## src/ulmsd_pkg.sv

```systemverilog
/*
 * shared constants, carrier structs and state codes for the serial port
 * status and baud divisor block.
 * assumes a byte-wide register set on word-aligned bus addresses.
 */
`default_nettype none
package ulmsd_pkg;
	// register indices; byte address is four times the index
	localparam logic [2:0] IDX_DIV_LO    = 3'h0;
	localparam logic [2:0] IDX_MODEM_ST  = 3'h0;
	localparam logic [2:0] IDX_DIV_HI    = 3'h1;
	localparam logic [2:0] IDX_RX_DATA   = 3'h2;
	localparam logic [2:0] IDX_LINE_CTL  = 3'h3;
	localparam logic [2:0] IDX_MODEM_CTL = 3'h4;
	localparam logic [2:0] IDX_LINE_ST   = 3'h5;
	// reset values
	localparam logic [7:0] DIV_RESET       = 8'h00;
	localparam logic [7:0] LINE_ST_RESET   = 8'h00;
	localparam logic [7:0] LINE_CTL_RESET  = 8'h03;
	localparam logic [7:0] MODEM_CTL_RESET = 8'h00;
	// line status bit positions
	localparam int LS_ERR = 7;
	localparam int LS_TXIDLE = 6;
	localparam int LS_TXEMPTY = 5;
	localparam int LS_BRK = 4;
	localparam int LS_FRAME = 3;
	localparam int LS_PARITY = 2;
	localparam int LS_OE = 1;
	localparam int LS_RXRDY = 0;
	// modem status bit positions
	localparam int MS_RI = 6;
	localparam int MS_RINGEDGE = 2;
	// buffering
	localparam int FIFO_WIDTH = 8;
	localparam int FIFO_DEPTH = 8;

	// line control: divisor access, parity, stop length, char length
	typedef struct packed {
		logic       divAccess;
		logic [1:0] rsvd;
		logic       evenParity;
		logic       parityEn;
		logic       stopLong;
		logic [1:0] charLen;
	} ulmsd_line_ctl_t;

	// modem control: loopback and the four modem outputs
	typedef struct packed {
		logic [2:0] rsvd;
		logic       loopback;
		logic       auxTwo;
		logic       auxOne;
		logic       rts;
		logic       dtr;
	} ulmsd_modem_ctl_t;

	typedef enum logic [4:0] {
		SER_IDLE  = 5'b00001,
		SER_START = 5'b00010,
		SER_DATA  = 5'b00100,
		SER_PAR   = 5'b01000,
		SER_STOP  = 5'b10000
	} ulmsd_ser_state_t;
endpackage
`default_nettype wire

```

## src/ulmsd_uart.sv

```systemverilog
/*
 * fifo plus the serial port core: line and modem status, baud divisor,
 * transmitter and receiver, avalon-mm slave with waitrequest.
 * assumes all inputs synchronous to sys_clk and one clock domain.
 */
// The implementer's own choice: the Avalon-MM interface to the registers.
`timescale 1ns/1ps
`default_nettype none

////////////////////////////////////////////////////////////////////////////////
// simple synchronous fifo, valid/ready on both sides
module ulmsd_fifo #(
	parameter int WIDTH = 8,
	parameter int DEPTH = 8
) (
	input  wire logic             sys_clk,
	input  wire logic             nrst,
	input  wire logic             inValid,
	output logic                  inReady,
	input  wire logic [WIDTH-1:0] inData,
	output logic                  outValid,
	input  wire logic             outReady,
	output logic [WIDTH-1:0]      outData
);
	localparam int AW = $clog2(DEPTH);
	logic [WIDTH-1:0] mem [DEPTH];
	logic [AW:0]      wrPtr_q;
	logic [AW:0]      rdPtr_q;
	wire              doPush = inValid & inReady;
	wire              doPop  = outValid & outReady;

	// full when pointers differ only in the wrap bit
	assign inReady  = (wrPtr_q ^ rdPtr_q) != {1'b1, {AW{1'b0}}};
	assign outValid = wrPtr_q != rdPtr_q;
	assign outData  = mem[rdPtr_q[AW-1:0]];

	always_ff @(posedge sys_clk) begin
		if (doPush) mem[wrPtr_q[AW-1:0]] <= inData;
	end

	always_ff @(posedge sys_clk or negedge nrst) begin
		if (!nrst) begin
			wrPtr_q <= '0;
			rdPtr_q <= '0;
		end else begin
			wrPtr_q <= wrPtr_q + (AW+1)'(doPush);
			rdPtr_q <= rdPtr_q + (AW+1)'(doPop);
		end
	end
endmodule // ulmsd_fifo

////////////////////////////////////////////////////////////////////////////////
// What this block does
// RULE1 - line status bit 7 reads 1 while parity, framing or break pending
// RULE2 - bit 6 set only with transmit fifo and shifter empty; fifo write clears
// RULE3 - bit 5 reads 1 while transmit fifo empty, 0 once written
// RULE4 - bit 4 set when whole received character incl. stop bit is zero
// RULE5 - bit 3 set when received character lacks a valid stop bit
// RULE6 - bit 2 set when received character fails configured parity check
// RULE7 - bit 1 set when a character arrives with receive storage full
// RULE8 - bit 0 follows receive fifo: 1 while not empty
// RULE9 - line status read clears bits 7 and 4..1; transmit flags unaffected
// RULE10 - normal mode: modem status 7..4 are inverted carrier, ring, ready, clear
// RULE11 - loopback: modem status 7..4 come from aux two, aux one, dtr, rts
// RULE12 - modem status bit 2 set when ring input goes low to high
// RULE13 - 16-bit divisor as two read-write bytes at 0x00/0x01, reset zero
// RULE14 - loopback holds serial output at 1, transmitter feeds receiver inside
// RULE15 - parity enabled: append on transmit, check on receive, odd or even
// RULE16 - 2-bit character length: 00..11 select 5..8 data bits
// RULE17 - carrier, ready and clear deltas set on change, cleared by status read
// RULE18 - bit time is divisor clocks; timing restarts on divisor byte write
// RULE19 - line status reads 0x00 after reset, then transmit flags track state
module ulmsd_uart
	import ulmsd_pkg::*;
(
	input  wire logic        sys_clk,
	input  wire logic        nrst,
	input  wire logic [4:0]  address,
	input  wire logic        read,
	input  wire logic        write,
	input  wire logic [31:0] writedata,
	output logic [31:0]      readdata,
	output logic             waitrequest,
	input  wire logic        rxd,
	output logic             txd,
	input  wire logic        dcdN,
	input  wire logic        riN,
	input  wire logic        dsrN,
	input  wire logic        ctsN,
	output logic             dtrN,
	output logic             rtsN,
	output logic             auxOneN,
	output logic             auxTwoN
);
	// parity of the active data bits; even selects total count of ones even
	function automatic logic parityOf(logic [7:0] d, logic [1:0] len, logic even);
		logic [7:0] mask;
		mask = 8'hff >> (2'd3 - len);
		return (^(d & mask)) ^ ~even;
	endfunction

	// bus side registers
	logic             waitReq_q;
	logic [7:0]       rdByte_q;
	logic             rxTake_q;
	logic [7:0]       divLo_q;
	logic [7:0]       divHi_q;
	ulmsd_line_ctl_t  lineCtl_q;
	ulmsd_modem_ctl_t modemCtl_q;
	// status
	logic             brk_q, frame_q, par_q, ovr_q;
	logic             txIdleFlag_q, txEmptyFlag_q;
	logic [3:0]       msPrev_q;
	logic             msPrimed_q;
	logic             dCarrier_q, dReady_q, dClear_q, ringEdge_q;
	// serial engines
	ulmsd_ser_state_t txState_q, rxState_q;
	logic [16:0]      txCnt_q, rxCnt_q;
	logic [7:0]       txShift_q, txHold_q, rxShift_q;
	logic [2:0]       txBit_q, rxBit_q;
	logic             txLine_q, serPrev_q, rxZero_q, rxPar_q;
	logic             txd_q, dtrN_q, rtsN_q, auxOneN_q, auxTwoN_q;

	////////////////////////////////////////////////////////////////////////
	// bus decode
	wire [2:0]  idx      = address[4:2];
	wire        req      = read | write;
	wire        dlab     = lineCtl_q.divAccess;
	wire        txWrSel  = write & (idx == IDX_DIV_LO) & ~dlab;
	wire        txInRdy;
	wire        stall    = txWrSel & ~txInRdy;
	wire        acc      = req & ~waitReq_q;
	wire        sample   = req & waitReq_q & ~stall;
	wire        divWr    = acc & write & dlab & ((idx == IDX_DIV_LO) | (idx == IDX_DIV_HI));
	wire        lsrRd    = acc & read & (idx == IDX_LINE_ST);
	wire        msrRd    = acc & read & (idx == IDX_MODEM_ST) & ~dlab;
	wire [15:0] divisor  = {divHi_q, divLo_q};
	wire        baudOn   = divisor != 16'h0000;
	wire [16:0] bitLen   = {1'b0, divisor};
	wire [16:0] halfLen  = (divisor > 16'h0001) ? {2'b00, divisor[15:1]} : 17'h00001;
	wire [3:0]  nBits    = 4'd5 + {2'b00, lineCtl_q.charLen}; // [RULE16]

	// receive fifo handshakes
	wire       rxInRdy, rxOutValid;
	wire [7:0] rxOutData;
	wire       rxPop = acc & read & (idx == IDX_RX_DATA) & rxTake_q;

	// modem levels: pins inverted, or internal controls in loopback
	wire [3:0] msLevel = modemCtl_q.loopback ?
		{modemCtl_q.auxTwo, modemCtl_q.auxOne, modemCtl_q.dtr, modemCtl_q.rts} : // [RULE11]
		~{dcdN, riN, dsrN, ctsN}; // [RULE10]
	wire [3:0] msChg   = msPrimed_q ? (msLevel ^ msPrev_q) : 4'h0;
	wire       ringSet = msPrimed_q & msPrev_q[2] & ~msLevel[2]; // [RULE12]

	// line status and modem status as presented
	wire [7:0] lsrByte = {brk_q | frame_q | par_q, // [RULE1]
		txIdleFlag_q, txEmptyFlag_q, brk_q, frame_q, par_q, ovr_q, rxOutValid}; // [RULE8]
	wire [7:0] msrByte = {msLevel, dCarrier_q, ringEdge_q, dReady_q, dClear_q};
	wire [7:0] rdMux   =
		(idx == IDX_DIV_LO  &  dlab) ? divLo_q :
		(idx == IDX_MODEM_ST & ~dlab) ? msrByte :
		(idx == IDX_DIV_HI  &  dlab) ? divHi_q :
		(idx == IDX_RX_DATA)   ? (rxOutValid ? rxOutData : 8'h00) :
		(idx == IDX_LINE_CTL)  ? lineCtl_q :
		(idx == IDX_MODEM_CTL) ? modemCtl_q :
		(idx == IDX_LINE_ST)   ? lsrByte : 8'h00;

	// clear masks come from the byte actually returned, so a new event wins
	wire [7:0] lsrClr = lsrRd ? rdByte_q : 8'h00; // [RULE9]
	wire [7:0] msrClr = msrRd ? rdByte_q : 8'h00; // [RULE17]

	////////////////////////////////////////////////////////////////////////
	// bus handshake: one wait cycle, held while transmit fifo full
	always_ff @(posedge sys_clk or negedge nrst) begin
		if (!nrst) begin
			waitReq_q <= 1'b1;
			rdByte_q  <= 8'h00;
			rxTake_q  <= 1'b0;
		end else begin
			waitReq_q <= ~sample;
			if (sample) begin
				rdByte_q <= read ? rdMux : 8'h00;
				rxTake_q <= rxOutValid;
			end
		end
	end

	// control registers
	always_ff @(posedge sys_clk or negedge nrst) begin
		if (!nrst) begin
			divLo_q    <= DIV_RESET; // [RULE13]
			divHi_q    <= DIV_RESET;
			lineCtl_q  <= LINE_CTL_RESET;
			modemCtl_q <= MODEM_CTL_RESET;
		end else if (acc & write) begin
			if (dlab & idx == IDX_DIV_LO) divLo_q <= writedata[7:0]; // [RULE13]
			if (dlab & idx == IDX_DIV_HI) divHi_q <= writedata[7:0];
			if (idx == IDX_LINE_CTL) lineCtl_q <= writedata[7:0];
			if (idx == IDX_MODEM_CTL) modemCtl_q <= writedata[7:0];
		end
	end

	////////////////////////////////////////////////////////////////////////
	// transmit path
	wire       txOutValid;
	wire [7:0] txOutData;
	wire       txPop   = txState_q == SER_IDLE && txOutValid && baudOn;
	wire [16:0] stopLen = !lineCtl_q.stopLong ? bitLen :
		(lineCtl_q.charLen == 2'b00) ? bitLen + {1'b0, divisor[15:1]} : {divisor, 1'b0};
	wire       txDone  = txCnt_q + 17'd1 >= ((txState_q == SER_STOP) ? stopLen : bitLen);
	wire       txLast  = {1'b0, txBit_q} == nBits - 4'd1;

	ulmsd_fifo #(.WIDTH(FIFO_WIDTH), .DEPTH(FIFO_DEPTH)) txFifo (
		.sys_clk  (sys_clk),
		.nrst     (nrst),
		.inValid  (acc & txWrSel),
		.inReady  (txInRdy),
		.inData   (writedata[7:0]),
		.outValid (txOutValid),
		.outReady (txPop),
		.outData  (txOutData)
	);

	// transmitter state machine, timing restarts on divisor writes
	always_ff @(posedge sys_clk or negedge nrst) begin
		if (!nrst) begin
			txState_q <= SER_IDLE;
			txCnt_q   <= '0;
			txShift_q <= 8'h00;
			txHold_q  <= 8'h00;
			txBit_q   <= 3'h0;
			txLine_q  <= 1'b1;
		end else if (divWr) begin
			txCnt_q <= '0; // [RULE18]
		end else begin
			txCnt_q <= (txState_q == SER_IDLE || txDone) ? 17'd0 : txCnt_q + 17'd1;
			unique case (txState_q)
				SER_IDLE: if (txPop) begin
					txShift_q <= txOutData;
					txHold_q  <= txOutData;
					txLine_q  <= 1'b0;
					txState_q <= SER_START;
				end
				SER_START: if (txDone) begin
					txLine_q  <= txShift_q[0];
					txShift_q <= txShift_q >> 1;
					txBit_q   <= 3'h0;
					txState_q <= SER_DATA;
				end
				SER_DATA: if (txDone) begin
					if (txLast && lineCtl_q.parityEn) begin
						txLine_q  <= parityOf(txHold_q, lineCtl_q.charLen,
							lineCtl_q.evenParity); // [RULE15]
						txState_q <= SER_PAR;
					end else if (txLast) begin
						txLine_q  <= 1'b1;
						txState_q <= SER_STOP;
					end else begin
						txLine_q  <= txShift_q[0];
						txShift_q <= txShift_q >> 1;
						txBit_q   <= txBit_q + 3'd1;
					end
				end
				SER_PAR: if (txDone) begin
					txLine_q  <= 1'b1;
					txState_q <= SER_STOP;
				end
				SER_STOP: if (txDone) txState_q <= SER_IDLE;
			endcase
		end
	end

	////////////////////////////////////////////////////////////////////////
	// receive path; loopback takes the transmit line internally
	wire serIn   = modemCtl_q.loopback ? txLine_q : rxd; // [RULE14]
	wire rxDone  = rxCnt_q + 17'd1 >= ((rxState_q == SER_START) ? halfLen : bitLen);
	wire rxLast  = {1'b0, rxBit_q} == nBits - 4'd1;
	wire rxFinal = rxState_q == SER_STOP && rxDone;
	wire [7:0] rxWord = rxShift_q >> (2'd3 - lineCtl_q.charLen);
	wire rxBrk   = rxFinal & rxZero_q & ~serIn; // [RULE4]
	wire rxFrm   = rxFinal & ~serIn; // [RULE5]
	wire rxPerr  = rxFinal & lineCtl_q.parityEn &
		(rxPar_q != parityOf(rxWord, lineCtl_q.charLen, lineCtl_q.evenParity)); // [RULE6]
	wire rxOvr   = rxFinal & ~rxInRdy; // [RULE7]

	ulmsd_fifo #(.WIDTH(FIFO_WIDTH), .DEPTH(FIFO_DEPTH)) rxFifo (
		.sys_clk  (sys_clk),
		.nrst     (nrst),
		.inValid  (rxFinal),
		.inReady  (rxInRdy),
		.inData   (rxWord),
		.outValid (rxOutValid),
		.outReady (rxPop),
		.outData  (rxOutData)
	);

	// receiver: start on falling edge, sample mid-bit
	always_ff @(posedge sys_clk or negedge nrst) begin
		if (!nrst) begin
			rxState_q <= SER_IDLE;
			rxCnt_q   <= '0;
			rxShift_q <= 8'h00;
			rxBit_q   <= 3'h0;
			rxZero_q  <= 1'b0;
			rxPar_q   <= 1'b0;
			serPrev_q <= 1'b1;
		end else if (divWr) begin
			rxCnt_q   <= '0; // [RULE18]
			rxState_q <= SER_IDLE;
			serPrev_q <= serIn;
		end else begin
			serPrev_q <= serIn;
			rxCnt_q   <= (rxState_q == SER_IDLE || rxDone) ? 17'd0 : rxCnt_q + 17'd1;
			unique case (rxState_q)
				SER_IDLE: if (baudOn && serPrev_q && !serIn) rxState_q <= SER_START;
				SER_START: if (rxDone) begin
					rxState_q <= serIn ? SER_IDLE : SER_DATA;
					rxBit_q   <= 3'h0;
					rxZero_q  <= 1'b1;
				end
				SER_DATA: if (rxDone) begin
					rxShift_q <= {serIn, rxShift_q[7:1]};
					rxZero_q  <= rxZero_q & ~serIn;
					rxBit_q   <= rxBit_q + 3'd1;
					if (rxLast) rxState_q <= lineCtl_q.parityEn ? SER_PAR : SER_STOP;
				end
				SER_PAR: if (rxDone) begin
					rxPar_q   <= serIn;
					rxZero_q  <= rxZero_q & ~serIn;
					rxState_q <= SER_STOP;
				end
				SER_STOP: if (rxDone) rxState_q <= SER_IDLE;
			endcase
		end
	end

	////////////////////////////////////////////////////////////////////////
	// sticky status: set wins over a read clear
	always_ff @(posedge sys_clk or negedge nrst) begin
		if (!nrst) begin
			brk_q         <= LINE_ST_RESET[LS_BRK]; // [RULE19]
			frame_q       <= LINE_ST_RESET[LS_FRAME];
			par_q         <= LINE_ST_RESET[LS_PARITY];
			ovr_q         <= LINE_ST_RESET[LS_OE];
			txIdleFlag_q  <= LINE_ST_RESET[LS_TXIDLE];
			txEmptyFlag_q <= LINE_ST_RESET[LS_TXEMPTY];
		end else begin
			brk_q   <= (brk_q & ~lsrClr[LS_BRK]) | rxBrk; // [RULE9]
			frame_q <= (frame_q & ~lsrClr[LS_FRAME]) | rxFrm;
			par_q   <= (par_q & ~lsrClr[LS_PARITY]) | rxPerr;
			ovr_q   <= (ovr_q & ~lsrClr[LS_OE]) | rxOvr;
			txEmptyFlag_q <= ~txOutValid & ~(acc & txWrSel); // [RULE3]
			txIdleFlag_q  <= ~txOutValid & ~(acc & txWrSel) & ~txPop &
				(txState_q == SER_IDLE); // [RULE2]
		end
	end

	// modem deltas and ring trailing edge
	always_ff @(posedge sys_clk or negedge nrst) begin
		if (!nrst) begin
			msPrev_q   <= 4'h0;
			msPrimed_q <= 1'b0;
			dCarrier_q <= 1'b0;
			ringEdge_q <= 1'b0;
			dReady_q   <= 1'b0;
			dClear_q   <= 1'b0;
		end else begin
			msPrev_q   <= msLevel;
			msPrimed_q <= 1'b1;
			dCarrier_q <= (dCarrier_q & ~msrClr[3]) | msChg[3]; // [RULE17]
			ringEdge_q <= (ringEdge_q & ~msrClr[MS_RINGEDGE]) | ringSet; // [RULE12]
			dReady_q   <= (dReady_q & ~msrClr[1]) | msChg[1];
			dClear_q   <= (dClear_q & ~msrClr[0]) | msChg[0];
		end
	end

	// output pins, all registered; modem outputs inactive in loopback
	always_ff @(posedge sys_clk or negedge nrst) begin
		if (!nrst) begin
			txd_q     <= 1'b1;
			dtrN_q    <= 1'b1;
			rtsN_q    <= 1'b1;
			auxOneN_q <= 1'b1;
			auxTwoN_q <= 1'b1;
		end else begin
			txd_q     <= modemCtl_q.loopback | txLine_q; // [RULE14]
			dtrN_q    <= modemCtl_q.loopback | ~modemCtl_q.dtr;
			rtsN_q    <= modemCtl_q.loopback | ~modemCtl_q.rts;
			auxOneN_q <= modemCtl_q.loopback | ~modemCtl_q.auxOne;
			auxTwoN_q <= modemCtl_q.loopback | ~modemCtl_q.auxTwo;
		end
	end

	assign readdata    = {24'h000000, rdByte_q};
	assign waitrequest = waitReq_q;
	assign txd         = txd_q;
	assign dtrN        = dtrN_q;
	assign rtsN        = rtsN_q;
	assign auxOneN     = auxOneN_q;
	assign auxTwoN     = auxTwoN_q;

	////////////////////////////////////////////////////////////////////////
	// checks
	property p_errSummary;
		@(posedge sys_clk) disable iff (!nrst)
		sample & read & (idx == IDX_LINE_ST) |=>
			rdByte_q[LS_ERR] == (rdByte_q[LS_BRK] | rdByte_q[LS_FRAME] | rdByte_q[LS_PARITY]);
	endproperty
	a_errSummary: assert property (p_errSummary) else $error("error summary wrong"); // [RULE1]

	property p_idleImpliesEmpty;
		@(posedge sys_clk) disable iff (!nrst)
		txIdleFlag_q |-> txEmptyFlag_q && txState_q == SER_IDLE;
	endproperty
	a_idleImpliesEmpty: assert property (p_idleImpliesEmpty) else $error("idle early"); // [RULE2]

	property p_emptyDrops;
		@(posedge sys_clk) disable iff (!nrst)
		acc & txWrSel |=> !txEmptyFlag_q;
	endproperty
	a_emptyDrops: assert property (p_emptyDrops) else $error("empty flag kept on write"); // [RULE3]

	property p_overrun;
		@(posedge sys_clk) disable iff (!nrst)
		rxFinal & !rxInRdy |=> ovr_q;
	endproperty
	a_overrun: assert property (p_overrun) else $error("overrun lost"); // [RULE7]

	property p_readyFollowsFifo;
		@(posedge sys_clk) disable iff (!nrst)
		sample & read & (idx == IDX_LINE_ST) |=> rdByte_q[LS_RXRDY] == $past(rxOutValid);
	endproperty
	a_readyFollowsFifo: assert property (p_readyFollowsFifo) else $error("ready bit"); // [RULE8]

	property p_lsrClears;
		@(posedge sys_clk) disable iff (!nrst)
		lsrRd & !rxFinal |=>
			({brk_q, frame_q, par_q, ovr_q} & $past(rdByte_q[LS_BRK:LS_OE])) == 4'h0;
	endproperty
	a_lsrClears: assert property (p_lsrClears) else $error("status read did not clear"); // [RULE9]

	property p_modemNormal;
		@(posedge sys_clk) disable iff (!nrst)
		!modemCtl_q.loopback |-> msrByte[7:4] == ~{dcdN, riN, dsrN, ctsN};
	endproperty
	a_modemNormal: assert property (p_modemNormal) else $error("modem levels wrong"); // [RULE10]

	property p_loopTxHigh;
		@(posedge sys_clk) disable iff (!nrst)
		modemCtl_q.loopback[*2] |-> txd_q;
	endproperty
	a_loopTxHigh: assert property (p_loopTxHigh) else $error("txd low in loopback"); // [RULE14]

	property p_divWrite;
		@(posedge sys_clk) disable iff (!nrst)
		acc & write & dlab & (idx == IDX_DIV_HI) |=>
			divHi_q == $past(writedata[7:0]) && txCnt_q == 17'd0;
	endproperty
	a_divWrite: assert property (p_divWrite) else $error("divisor write failed"); // [RULE18]
endmodule // ulmsd_uart
`default_nettype wire

```

## config.mk

```make
export PLATFORM = sky130hd
export DESIGN_NAME = ulmsd_uart
export DESIGN_NICKNAME = d
export VERILOG_FILES = /design/src/ulmsd_pkg.sv /design/src/ulmsd_uart.sv
export SDC_FILE = /design/constraint.sdc
export NUM_CORES = 1
export LEC_CHECK = 0
export BUFFER_PORTS_ARGS = -buffer_cell sky130_fd_sc_hd__buf_2
export CORE_MARGIN = 8
export CORE_UTILIZATION = 45
export CTS_CLUSTER_SIZE = 10
export DETAILED_ROUTE_END_ITERATION = 6
export GPL_TIMING_DRIVEN = 0
export PLACE_DENSITY = 0.71
export SLEW_MARGIN = 30
export SYNTH_ARGS = -nofsm -noshare
export SYNTH_HDL_FRONTEND = slang
export SYNTH_SLANG_ARGS = --single-unit
```

## constraint.sdc

```tcl
create_clock -name sys_clk -period 5.2 [get_ports sys_clk]
set_input_delay 0 -clock sys_clk [delete_from_list [all_inputs] [get_ports sys_clk]]
set_output_delay 0 -clock sys_clk [all_outputs]
set_load 0.01 [all_outputs]
```

## Yosys cells after proc, flatten, opt, wreduce, memory -nomap -nowiden

Memory sizes are Yosys's and may differ from the RTL's.
Index checks and enable logic that the tools add are counted.

| operators by class | value |
|---|---|
| eq/ne operators | 39 |
| reductions and logical operators | 34 |
| $mul | 0 |
| multiplexer cells | 69 |
| add/sub/neg operators | 12 |
| order comparisons | 3 |
| bitwise operators | 93 |
| shift operators | 2 |
| divide/modulo/power cells | 0 |

Operator list:

| kind | number |
|---|---|
| $mux W17 | 7 |
| $mux W8 | 14 |
| $mux W5 | 16 |
| $pmux W5 S5 | 2 |
| $and A1 B1 Y1 | 43 |
| $add A17 B1 Y17 const B | 2 |
| $not A1 Y1 | 25 |
| $pmux W8 S3 | 1 |
| $mux W3 | 7 |
| $ne A3 B3 Y1 const B | 6 |
| $reduce_and A6 Y1 | 3 |
| $add A16 B15 Y17 | 1 |
| $ge A17 B16 Y1 | 1 |
| $ge A17 B17 Y1 | 1 |
| $or A1 B1 Y1 | 17 |
| $add A4 B1 Y4 | 4 |
| $and A8 B8 Y8 | 2 |
| $gt A16 B1 Y1 const B | 1 |
| $mux W16 | 1 |
| $ne A2 B2 Y1 const B | 8 |
| $reduce_bool A16 Y1 | 1 |
| $reduce_xor A8 Y1 | 2 |
| $mux W15 | 1 |
| $reduce_and A7 Y1 | 2 |
| 40 further kinds | 84 |

| word-level totals | value |
|---|---|
| bits in read-only memories | 0 |
| bits in latches | 0 |
| RAM bits | 128 |
| memories kept | 2 |
| output and inout port bits | 38 |
| logic and storage cells | 305 |
| bits in registers | 156 |

Memory list:

| name | depth | width | rd ports | clocked after Yosys merged registers in | wr ports | line | text |
|---|---|---|---|---|---|---|---|
| rxFifo.mem | 8 | 8 | 1 | 0 | 1 | ulmsd_uart.sv:26 | `logic [WIDTH-1:0] mem [DEPTH];` |
| txFifo.mem | 8 | 8 | 1 | 0 | 1 | ulmsd_uart.sv:26 |  |

## Depth between registers and ports, before layout

Gate-level depths: netlist of run 1.

| depth | value |
|---|---|
| word-level depth | 10 |
| gate-level depth with buffers | 19 |
| gate-level depth less buffers | 17 |

## By module

Synthesis of run 1 repeated with hierarchy kept, for this count alone.

| second synthesis, totals | value |
|---|---|
| cell total of the unflattened synthesis | 1240 |
| area total of the unflattened synthesis | 15213.3 um^2 |

Modules (own cells, without submodules):

| module | cells an instance | sequential area each (um^2) | area an instance (um^2) | instances |
|---|---|---|---|---|
| ulmsd_uart | 974 | 3518.4 | 9352.7 | 1 |
| ulmsd_fifo | 133 | 2122.0 | 2930.3 | 2 |

## Worst setup path after synthesis of run 1

Ideal clock, no wire load.

| timing path | value |
|---|---|
| kind | register to register |
| start point | register rxState_q[2] |
| end point | memory rxFifo.mem[0][0] (enable) |
| stages on the path, launching flop included | 15 |
| setup time | 0.383 ns |
| clock period less this slack | 4.581 ns |
| slack | 0.619 ns |
| required time | 4.817 ns |
| arrival | 4.197 ns |
| cells stage by stage | dfrtp_1 > or3_1 > or3b_2 > clkbuf_1 > nor2_1 > buf_2 > a22oi_1 > ha_1 > nand4_1 > nor3_1 > o311a_1 > a21oi_1 > and2_4 > or4_4 > nor3_1 |

| between the ends | value |
|---|---|
| longest elaborated chain between the ends | 7 |
| elaborated cells between the ends (all ways) | 8 |

RTL lines:

| what | line | text |
|---|---|---|
| start, declared | ulmsd_uart.sv:117 | `ulmsd_ser_state_t txState_q, rxState_q;` |
| start signal, assigned | ulmsd_uart.sv:317 | `rxState_q <= serIn ? SER_IDLE : SER_DATA;` |
| start signal, assigned | ulmsd_uart.sv:325 | `if (rxLast) rxState_q <= lineCtl_q.parityEn ? SER_PAR : SER_STOP;` |
| $eq A5 B2 Y1 | ulmsd_uart.sv:276 | `wire rxDone = rxCnt_q + 17'd1 >= ((rxState_q == SER_START) ? halfLen : bitLen);` |
| $mux W16 | ulmsd_uart.sv:276 |  |
| $ge A17 B16 Y1 | ulmsd_uart.sv:276 |  |
| $logic_and A1 B1 Y1 * | ulmsd_uart.sv:278 | `wire rxFinal = rxState_q == SER_STOP && rxDone;` |
| $and A1 B1 Y1 * | ulmsd_uart.sv:29 | `wire doPush = inValid & inReady;` |
| $mux W1 * | ulmsd_uart.sv:38 | `if (doPush) mem[wrPtr_q[AW-1:0]] <= inData;` |
| $mux W1 (implied by the code) * | ulmsd_uart.sv:38 |  |
| end, declared | ulmsd_uart.sv:26 |  |

Mark *: on every way between the ends. The rest lies on a longest branch, timed or not.

## Final worst setup path of run 1

| timing path | value |
|---|---|
| start point | register rxState_q[2] |
| end point | memory rxFifo.mem[0][2] (enable) |

Same word-level chain as after synthesis.

==> results of run 1 <==
layer usage:
layer	track usage [%]	vias up	wire length, um
met4	5.03	0	838
li1	-	4728	-
met3	2.91	62	2060
met5	0	-	0
met1	25.3	5019	15700
met2	29.5	300	16700
power by group:
part	switching (uW)	internal, uW	total, uW
Sequential	322	2660	2990
Combinational	1230	925	2160
Clock	897	1320	2220
how the worst max path moves through the flow:
stage                             from          endpoint  slack (ns)  cells past startpoint
final                     rxState_q[2]  rxFifo.mem[0][2]        0.29                     15
after global routing        divLo_q[2]      txShift_q[2]       0.008                     17
after CTS                 rxState_q[2]  rxFifo.mem[5][1]       0.005                     14
after detailed placement  rxState_q[2]  rxFifo.mem[2][6]        0.01                     14
after global placement    rxState_q[2]  rxFifo.mem[0][6]       -0.42                     14
after floorplan           rxState_q[2]  rxFifo.mem[0][0]        0.62                     14
synthesized netlist by cell type (3+ instances only):
library cell,count
nand2_1,85
nand3_1,35
o22ai_1,15
inv_1,35
dfrtp_1,144
a21o_1,14
a21oi_1,44
clkbuf_1,27
nor2_1,74
mux2_2,54
o21bai_1,3
or3_1,3
o21ai_0,50
edfxtp_1,128
nor2b_1,24
buf_2,8
nand3b_1,3
nor4b_1,3
xor2_1,30
a22oi_1,20
ha_1,72
nor3_1,18
mux2i_1,38
o21a_1,3
a22o_1,18
dfstp_2,12
nor3b_1,6
nand2b_1,18
a211oi_1,12
or2_2,4
and2_1,4
and3_1,28
buf_1,8
buf_4,25
xnor2_1,49
a32o_1,3
o221ai_1,4
nor4_1,6
mux4_2,32
o211ai_1,14
nand4_1,10
cells by family (layout without fill, tap and decap cells):
family / after synthesis / in the layout
and+or+nand+nor: 336 / 336
DFF: 284 / 284
AOI/OAI and AO/OA: 222 / 222
muxes: 124 / 124
buffers and inverters: 105 / 222
xor gates and xnor gates: 80 / 80
adders and majority gates: 73 / 73
other: 2 / 27
worst max-delay path, cell delays in order (launching register included):
cell and delay [ns]:
dfrtp_1 0.41, or3_1 0.43, or3b_2 0.47, clkbuf_1 0.26
nor2_1 0.37, buf_2 0.28, a22oi_1 0.10, ha_1 0.34
nand4_1 0.12, nor3_1 0.33, o311a_1 0.22, a21oi_1 0.09
and2_4 0.21, or4_4 0.57, nor3_4 0.25, buf_12 0.16
area by class of cell:
type                       count  area [um2]  share of cell area (%)
timing repair buffer          54         433                    2.54
multi-input combinational    861        6780                    39.7
inverter                      35         131                   0.769
sequential                   284        7760                    45.5
antenna                        1        2.50                  0.0147
buffer                        69         373                    2.18
tap                          442         553                    3.24
clock inverter                 4        31.3                   0.183
clock buffer                  60        1010                    5.91
repair_timing:
| item | in CTS | in global routing |
|---|---|---|
| hold buffers | 16 | 0 |
| gates resized for setup | 4 | 16 |
| setup endpoints to repair | 18 | 82 |
| pin swaps | 0 | 3 |
| endpoints found under the hold margin | 191 | 0 |
| setup buffers | 0 | 3 |
metrics by stage:
stage | instances | worst slack (ns) | instance area [um2]
final | 1810 | 0.287 | 17100
after global routing | 1809 | 0.00762 | 17100
after CTS | 1807 | 0.00528 | 17000
after detailed placement | 1727 | 0.00983 | 15700
after global placement | 1725 | -0.424 | 15600
after floorplan | 1250 | 0.619 | 14900
flip-flops by register name, indices dropped and copies added, names as in the netlist, 17 cells and up:
register    flops
rxCnt_q        17
txFifo.mem     64
txCnt_q        17
rxFifo.mem     64
==> results_dict.tcl, run 1 <==
set metrics [dict create \
    status "complete, no violations" \
    hold_class "in -> async" \
    synth_xor_area_share_pct 4.82 \
    cts_buffers 35 \
    synthesis.area_um2 14800 \
    synth.top_cell.area_share_pct 25.9 \
    ys_types 76 \
    drc 0 \
    initial_utilization_pct 45.6 \
    synth_seq_cells 284 \
    cts-root-buf "clkbuf_16" \
    rows 66 \
    synthAdderAreaFrac_pct 6.21 \
    syn2layout_area_growth_pct 15.1 \
    power.total_uw 7360 \
    max_slew.worst_pin.slew_ns 0.962 \
    reg2reg_slack_ns 0.29 \
    hpwl_um 25100 \
    wl_per_cell_um 19.5 \
    finalHoldViolations 0 \
    finalCritPeriodShare_pct 94.5 \
    antenna_found_initial 1 \
    postLayoutCoreUtil_pct 52.5 \
    power-per-cell-area_nw_per_um2 431 \
    required_ns 5.43 \
    grt_start_max_net_pins 75 \
    wirelength_um 35400 \
    setup_violations 0 \
    yosys.area_share.simple_pct 11.7 \
    avgViaCountPerCell 5.59 \
    ir_worst_vdd_v 0.000211 \
    grt_overflow 0 \
    drive_above_1_share_pct 18.4 \
    synth_top_cells_by_area "edfxtp_1 26%, dfrtp_1 24%, ha_1 6.1%" \
    seq_area_frac_synth_pct 52.3 \
    rsz0062_at_grt "false" \
    power_leakage_uw 0.00709 \
    rr_endpoint "rxFifo.mem[0][2]" \
    slew_viol_final 0 \
    period_needed_ns 4.91 \
    io_buffers 33 \
    finClkSkew_ns 0.0251 \
    synth_mux_area_share_pct 11.5 \
    yosysTopAreaCell "edfxtp_1" \
    nets 1459 \
    cts_tree "done" \
    synth_top_flop_cell "dfrtp_1" \
    cp-start-kind "flop" \
    maxCapViolations 0 \
    most-common-layout-cells "144 x dfrtp_1, 128 x edfxtp_1, 85 x nand2_1, 72 x ha_1, 68 x nor2_1" \
    crit_fanout 10 \
    synth_compound_area_share_pct 9.98 \
    die_height_um 198 \
    max_slew_margin_pct 35.3 \
    final.setup.tns_ns 0 \
    clk_pin_slew_ns 0.06 \
    clock_sinks 284 \
    arrival_ns 5.14 \
    worst-setup-path-type "reg -> reg" \
    gr-usage-all-layers_pct 18.2 \
    grt_pass1_wl_um 56300 \
    core_area_um2 32500 \
    fillCellCount 2806 \
    r2r_cells 15 \
    final_common_cell "dfrtp_1" \
    ioPinCount 84 \
    synth_edf_count 128 \
    drtPass1Iterations 7 \
    r2r-start "rxState_q[2]" \
    postSynthAreaPerCell_um2 12.1 \
    dr.first_iter.drc_count 787 \
    postSynthCellCount 1226 \
    max_freq_mhz 204 \
    cts_max_path_buffers 3 \
    clk_latency_ns 0.52 \
    cts_max_level 2 \
    routed-via-count 10100 \
    dieArea_um2 39000 \
    end_kind "flop" \
    async_flop_share_pct 54.9 \
    grt_pass1_vias 10000 \
    synth_top_family_by_area "simple AND/OR/NAND/NOR gates" \
    holdWs_ns 0.0300 \
    gp_congestion 0.918 \
    ant_nets 0 \
    die_w_um 198 \
    yosys_warnings 0 \
]
No activity file was read; power rests on OpenSTA's default activity.
==> inputs of run 2 (changes only) <==
--- a/config.mk
+++ b/config.mk
@@ -5,6 +5,7 @@
 export SDC_FILE = /design/constraint.sdc
 export NUM_CORES = 1
 export LEC_CHECK = 0
+export ABC_AREA = 1
 export BUFFER_PORTS_ARGS = -buffer_cell sky130_fd_sc_hd__buf_2
 export CORE_MARGIN = 8
 export CORE_UTILIZATION = 45
==> run 2 against run 1 <==
Area after synthesis rose by 5.2%. Clock skew shrank 0.0031 ns. Critical path depth increased by 6. Synthesized cell count grew 44%. Critical path type unchanged. Largest cell class unchanged. Highest routed layer unchanged.
==> results_dict.tcl, run 2 <==
set metrics [dict create \
    status "complete, no violations" \
    cts_setup_buffers 0 \
    crit_family "simple AND/OR/NAND/NOR gates" \
    postLayoutCellArea_um2 17700 \
    grt_pass1_wl_um 63700 \
    clk_pin_slew_ns 0.06 \
    clkPwrFrac_pct 27.7 \
    arrival_ns 4.68 \
    max_freq_mhz 221 \
    postSynthAreaPerCell_um2 8.82 \
    cts_buffers 35 \
    antenna_found_initial 0 \
    avgViaCountPerCell 5.37 \
    finClkSkew_ns 0.0220 \
    synth_mux_area_share_pct 0 \
    setup_violations 0 \
    seq_area_frac_synth_pct 49.7 \
    cts_max_path_buffers 3 \
    wl_met2_um 17800 \
    finalCritPeriodShare_pct 87.2 \
    dr.first_iter.drc_count 1197 \
    worst-setup-path-type "reg -> reg" \
    final.setup.tns_ns 0 \
    p_sw_share_pct 38.6 \
    clk_latency_ns 0.53 \
    end_kind "flop" \
    final_common_cell "nand2_1" \
    cts_tree "done" \
    wirelength_um 39400 \
    die_height_um 202 \
    dieArea_um2 40900 \
    power_leakage_uw 0.00799 \
    combPwrFrac_pct 35.9 \
    gr-usage-all-layers_pct 19.0 \
    wl_per_cell_um 16.7 \
    async_flop_share_pct 54.9 \
    synth_seq_cells 284 \
    core_area_um2 34400 \
    drt-met1-wl_um 17500 \
    ir_worst_vdd_v 0.000295 \
    ant_nets 0 \
    power-per-cell-area_nw_per_um2 457 \
    cts_max_level 2 \
    grt_overflow 0 \
    syn2layout_area_growth_pct 13.7 \
    synthesis.area_um2 15600 \
    gp_congestion 0.931 \
    grt_start_max_net_pins 83 \
    synth_most_common_cell "nand2_1" \
    io_buffers 33 \
    crit_fanout 10 \
    drc 0 \
    most-common-layout-cells "382 x nand2_1, 189 x nor2_1, 175 x inv_1, 155 x o21ai_0, 144 x dfrtp_1" \
    pwr-share-seq_pct 36.4 \
    hpwl_um 28900 \
    synth_top_family_by_area "simple AND/OR/NAND/NOR gates" \
    cp.buffers_inverters 3 \
    die_w_um 202 \
    top_layer "met4" \
    drtPass1Iterations 6 \
    postLayoutCoreUtil_pct 51.6 \
    rsz0062_at_grt "false" \
    ys_types 64 \
    yosysTopAreaCell "edfxtp_1" \
    ys_top_cells_by_count "382 x nand2_1, 189 x nor2_1, 175 x inv_1" \
    drive_above_1_share_pct 10.4 \
    routed-via-count 12700 \
    multiInputGateArea_um2 6840 \
    cpMaxStageDelayCell "nor2_1" \
    ioPinCount 84 \
    yosys.area_share.simple_pct 21.8 \
    finalHoldViolations 0 \
    cp_common_cell "nand2_1" \
    max_slew_margin_pct 33.8 \
    period_needed_ns 4.54 \
    p_sw_uw 3130 \
    clock_sinks 284 \
    register_area_um2 7760 \
    synth_compound_area_share_pct 12.8 \
    postSynthCellCount 1769 \
    synth_xor_area_share_pct 2.53 \
    cp-start-kind "flop" \
    cp_cell_sequence "clkbuf_1 -> inv_1 -> ha_1 -> nand4_1 -> nor2_1 -> o21ai_1 -> clkbuf_1 -> a31oi_1 -> ha_1 -> nand2_1 -> nor2_1 -> nand3_1 -> nand4_1 -> nand2_1 -> nand2_1 -> nand2_1 -> nand3_4 -> nand2_4 -> nor2_8 -> nand2_4 -> nor2_1" \
    synth.top_cell.area_share_pct 24.6 \
    slew_viol_final 0 \
    grt_pass1_vias 12300 \
    yosys_warnings 0 \
    maxCapViolations 0 \
    synth_edf_count 128 \
    fillCellCount 3146 \
    placed_cell_area_um2 16500 \
    hold_class "in -> async" \
    synthAdderAreaFrac_pct 5.90 \
    wl_met3_um 2900 \
    synth_top_cells_by_area "edfxtp_1 25%, dfrtp_1 23%, nand2_1 9.2%" \
    nets 2002 \
    intPower_uw 4980 \
    required_ns 5.34 \
    rows 68 \
    cpPeakStageDelay_ns 0.70 \
    initial_utilization_pct 45.4 \
    synth_top_flop_cell "dfrtp_1" \
    max_slew.worst_pin.slew_ns 0.984 \
    cts-root-buf "clkbuf_16" \
]
==> run 2: cell types whose count changed in the layout (fill, tap and decap cells not counted), sizes merged, moves of 19 or more <==
cell	before	now
nor2	74	212
mux2i	38	0
nand2	85	391
inv	38	184
a21oi	46	65
mux4	32	0
nor2b	24	0
mux2	54	0
and3	28	4
a31oi	2	22
xnor2	49	18
o21ai	51	159
nand3	36	78
==> run 2: worst register-to-register path, cell delays in order, from the launching register on <==
cell and delay (ns):
dfrtp_1 0.38, clkbuf_1 0.38, inv_1 0.10, ha_1 0.20, nand4_1 0.09, nor2_1 0.06
o21ai_1 0.21, clkbuf_1 0.36, a31oi_1 0.17, ha_1 0.33, nand2_1 0.06, nor2_1 0.17
nand3_1 0.10, nand4_1 0.11, nand2_1 0.06, nand2_1 0.06, nand2_1 0.11, nand3_4 0.18
nand2_4 0.11, nor2_8 0.14, nand2_4 0.07, nor2_1 0.70
==> run 2: cell families after synthesis <==
family	after synthesis
buffers and inverters	261
XOR/XNOR	45
AND/OR/NAND/NOR	760
AO/OA/AOI/OAI	344
flip-flops	284
other	2
adder cells (fa/ha/maj)	73
==> run 2: path summary, 6_finish.rpt <==
| path | start | end | slack [ns] | cells after the start |
|---|---|---|---|---|
| worst max-delay path | divHi_q[7] | rxFifo.mem[3][6] | 0.66 | 21 |
| worst min-delay path | nrst | auxTwoN | 0.03 | 2 |
| worst max register to register | divHi_q[7] | rxFifo.mem[3][6] | 0.66 | 21 |
| worst min register to register | txShift_q[0] | txShift_q[0] | 0.47 | 2 |
| max in group asynchronous | nrst | txState_q[0] | 4.44 | 4 |
| min in group sys_clk | address[4] | rdByte_q[0] | 0.06 | 6 |
==> run 2: area by class of cell <==
class                           count  share of cell area, %
Clock buffer                       59                   5.56
Sequential cell                   284                   43.7
Multi-Input combinational cell   1248                   38.5
Tap cell                          455                   3.21
Clock inverter                      5                  0.346
Timing Repair Buffer               53                   2.28
Antenna cell                        1                 0.0141
Inverter                          183                   3.87
Buffer                             78                   2.44
==> run 2: per-stage QoR <==
stage / cells / power [uW] / hold WS, ns / setup slack (ns)
2_1_floorplan: 1793 / 5020 / -0.296 / 1.67
3_5_place_dp: 2283 / 5830 / -0.154 / 0.721
6_report: 2366 / 8110 / 0.0252 / 0.665
4_1_cts: 2365 / 8110 / 0.0127 / 0.705
5_1_grt: 2365 / 8630 / 0.0279 / 0.343
3_3_place_gp: 2281 / 5740 / 0.316 / 0.782
==> run 2: power groups by stage <==
stage	Clock, uW	Combinational, uW	Sequential [uW]
after floorplan	0	2100	2920
after CTS	2290	2880	2940
after global placement	0	2770	2970
final	2250	2910	2950
after detailed placement	0	2860	2980
after global routing	2380	3280	2980
==> run 2: per-layer routing <==
layer,GRT usage (%),up-vias
met2,30.2,471
met5,0,-
met4,6.76,0
li1,-,6138
met1,25.9,5996
met3,3.44,89
==> run 2: what timing repair did <==
action                                 CTS  global route
resized for setup                        0             0
hold buffers                            18             0
endpoints found under the hold margin  188             0
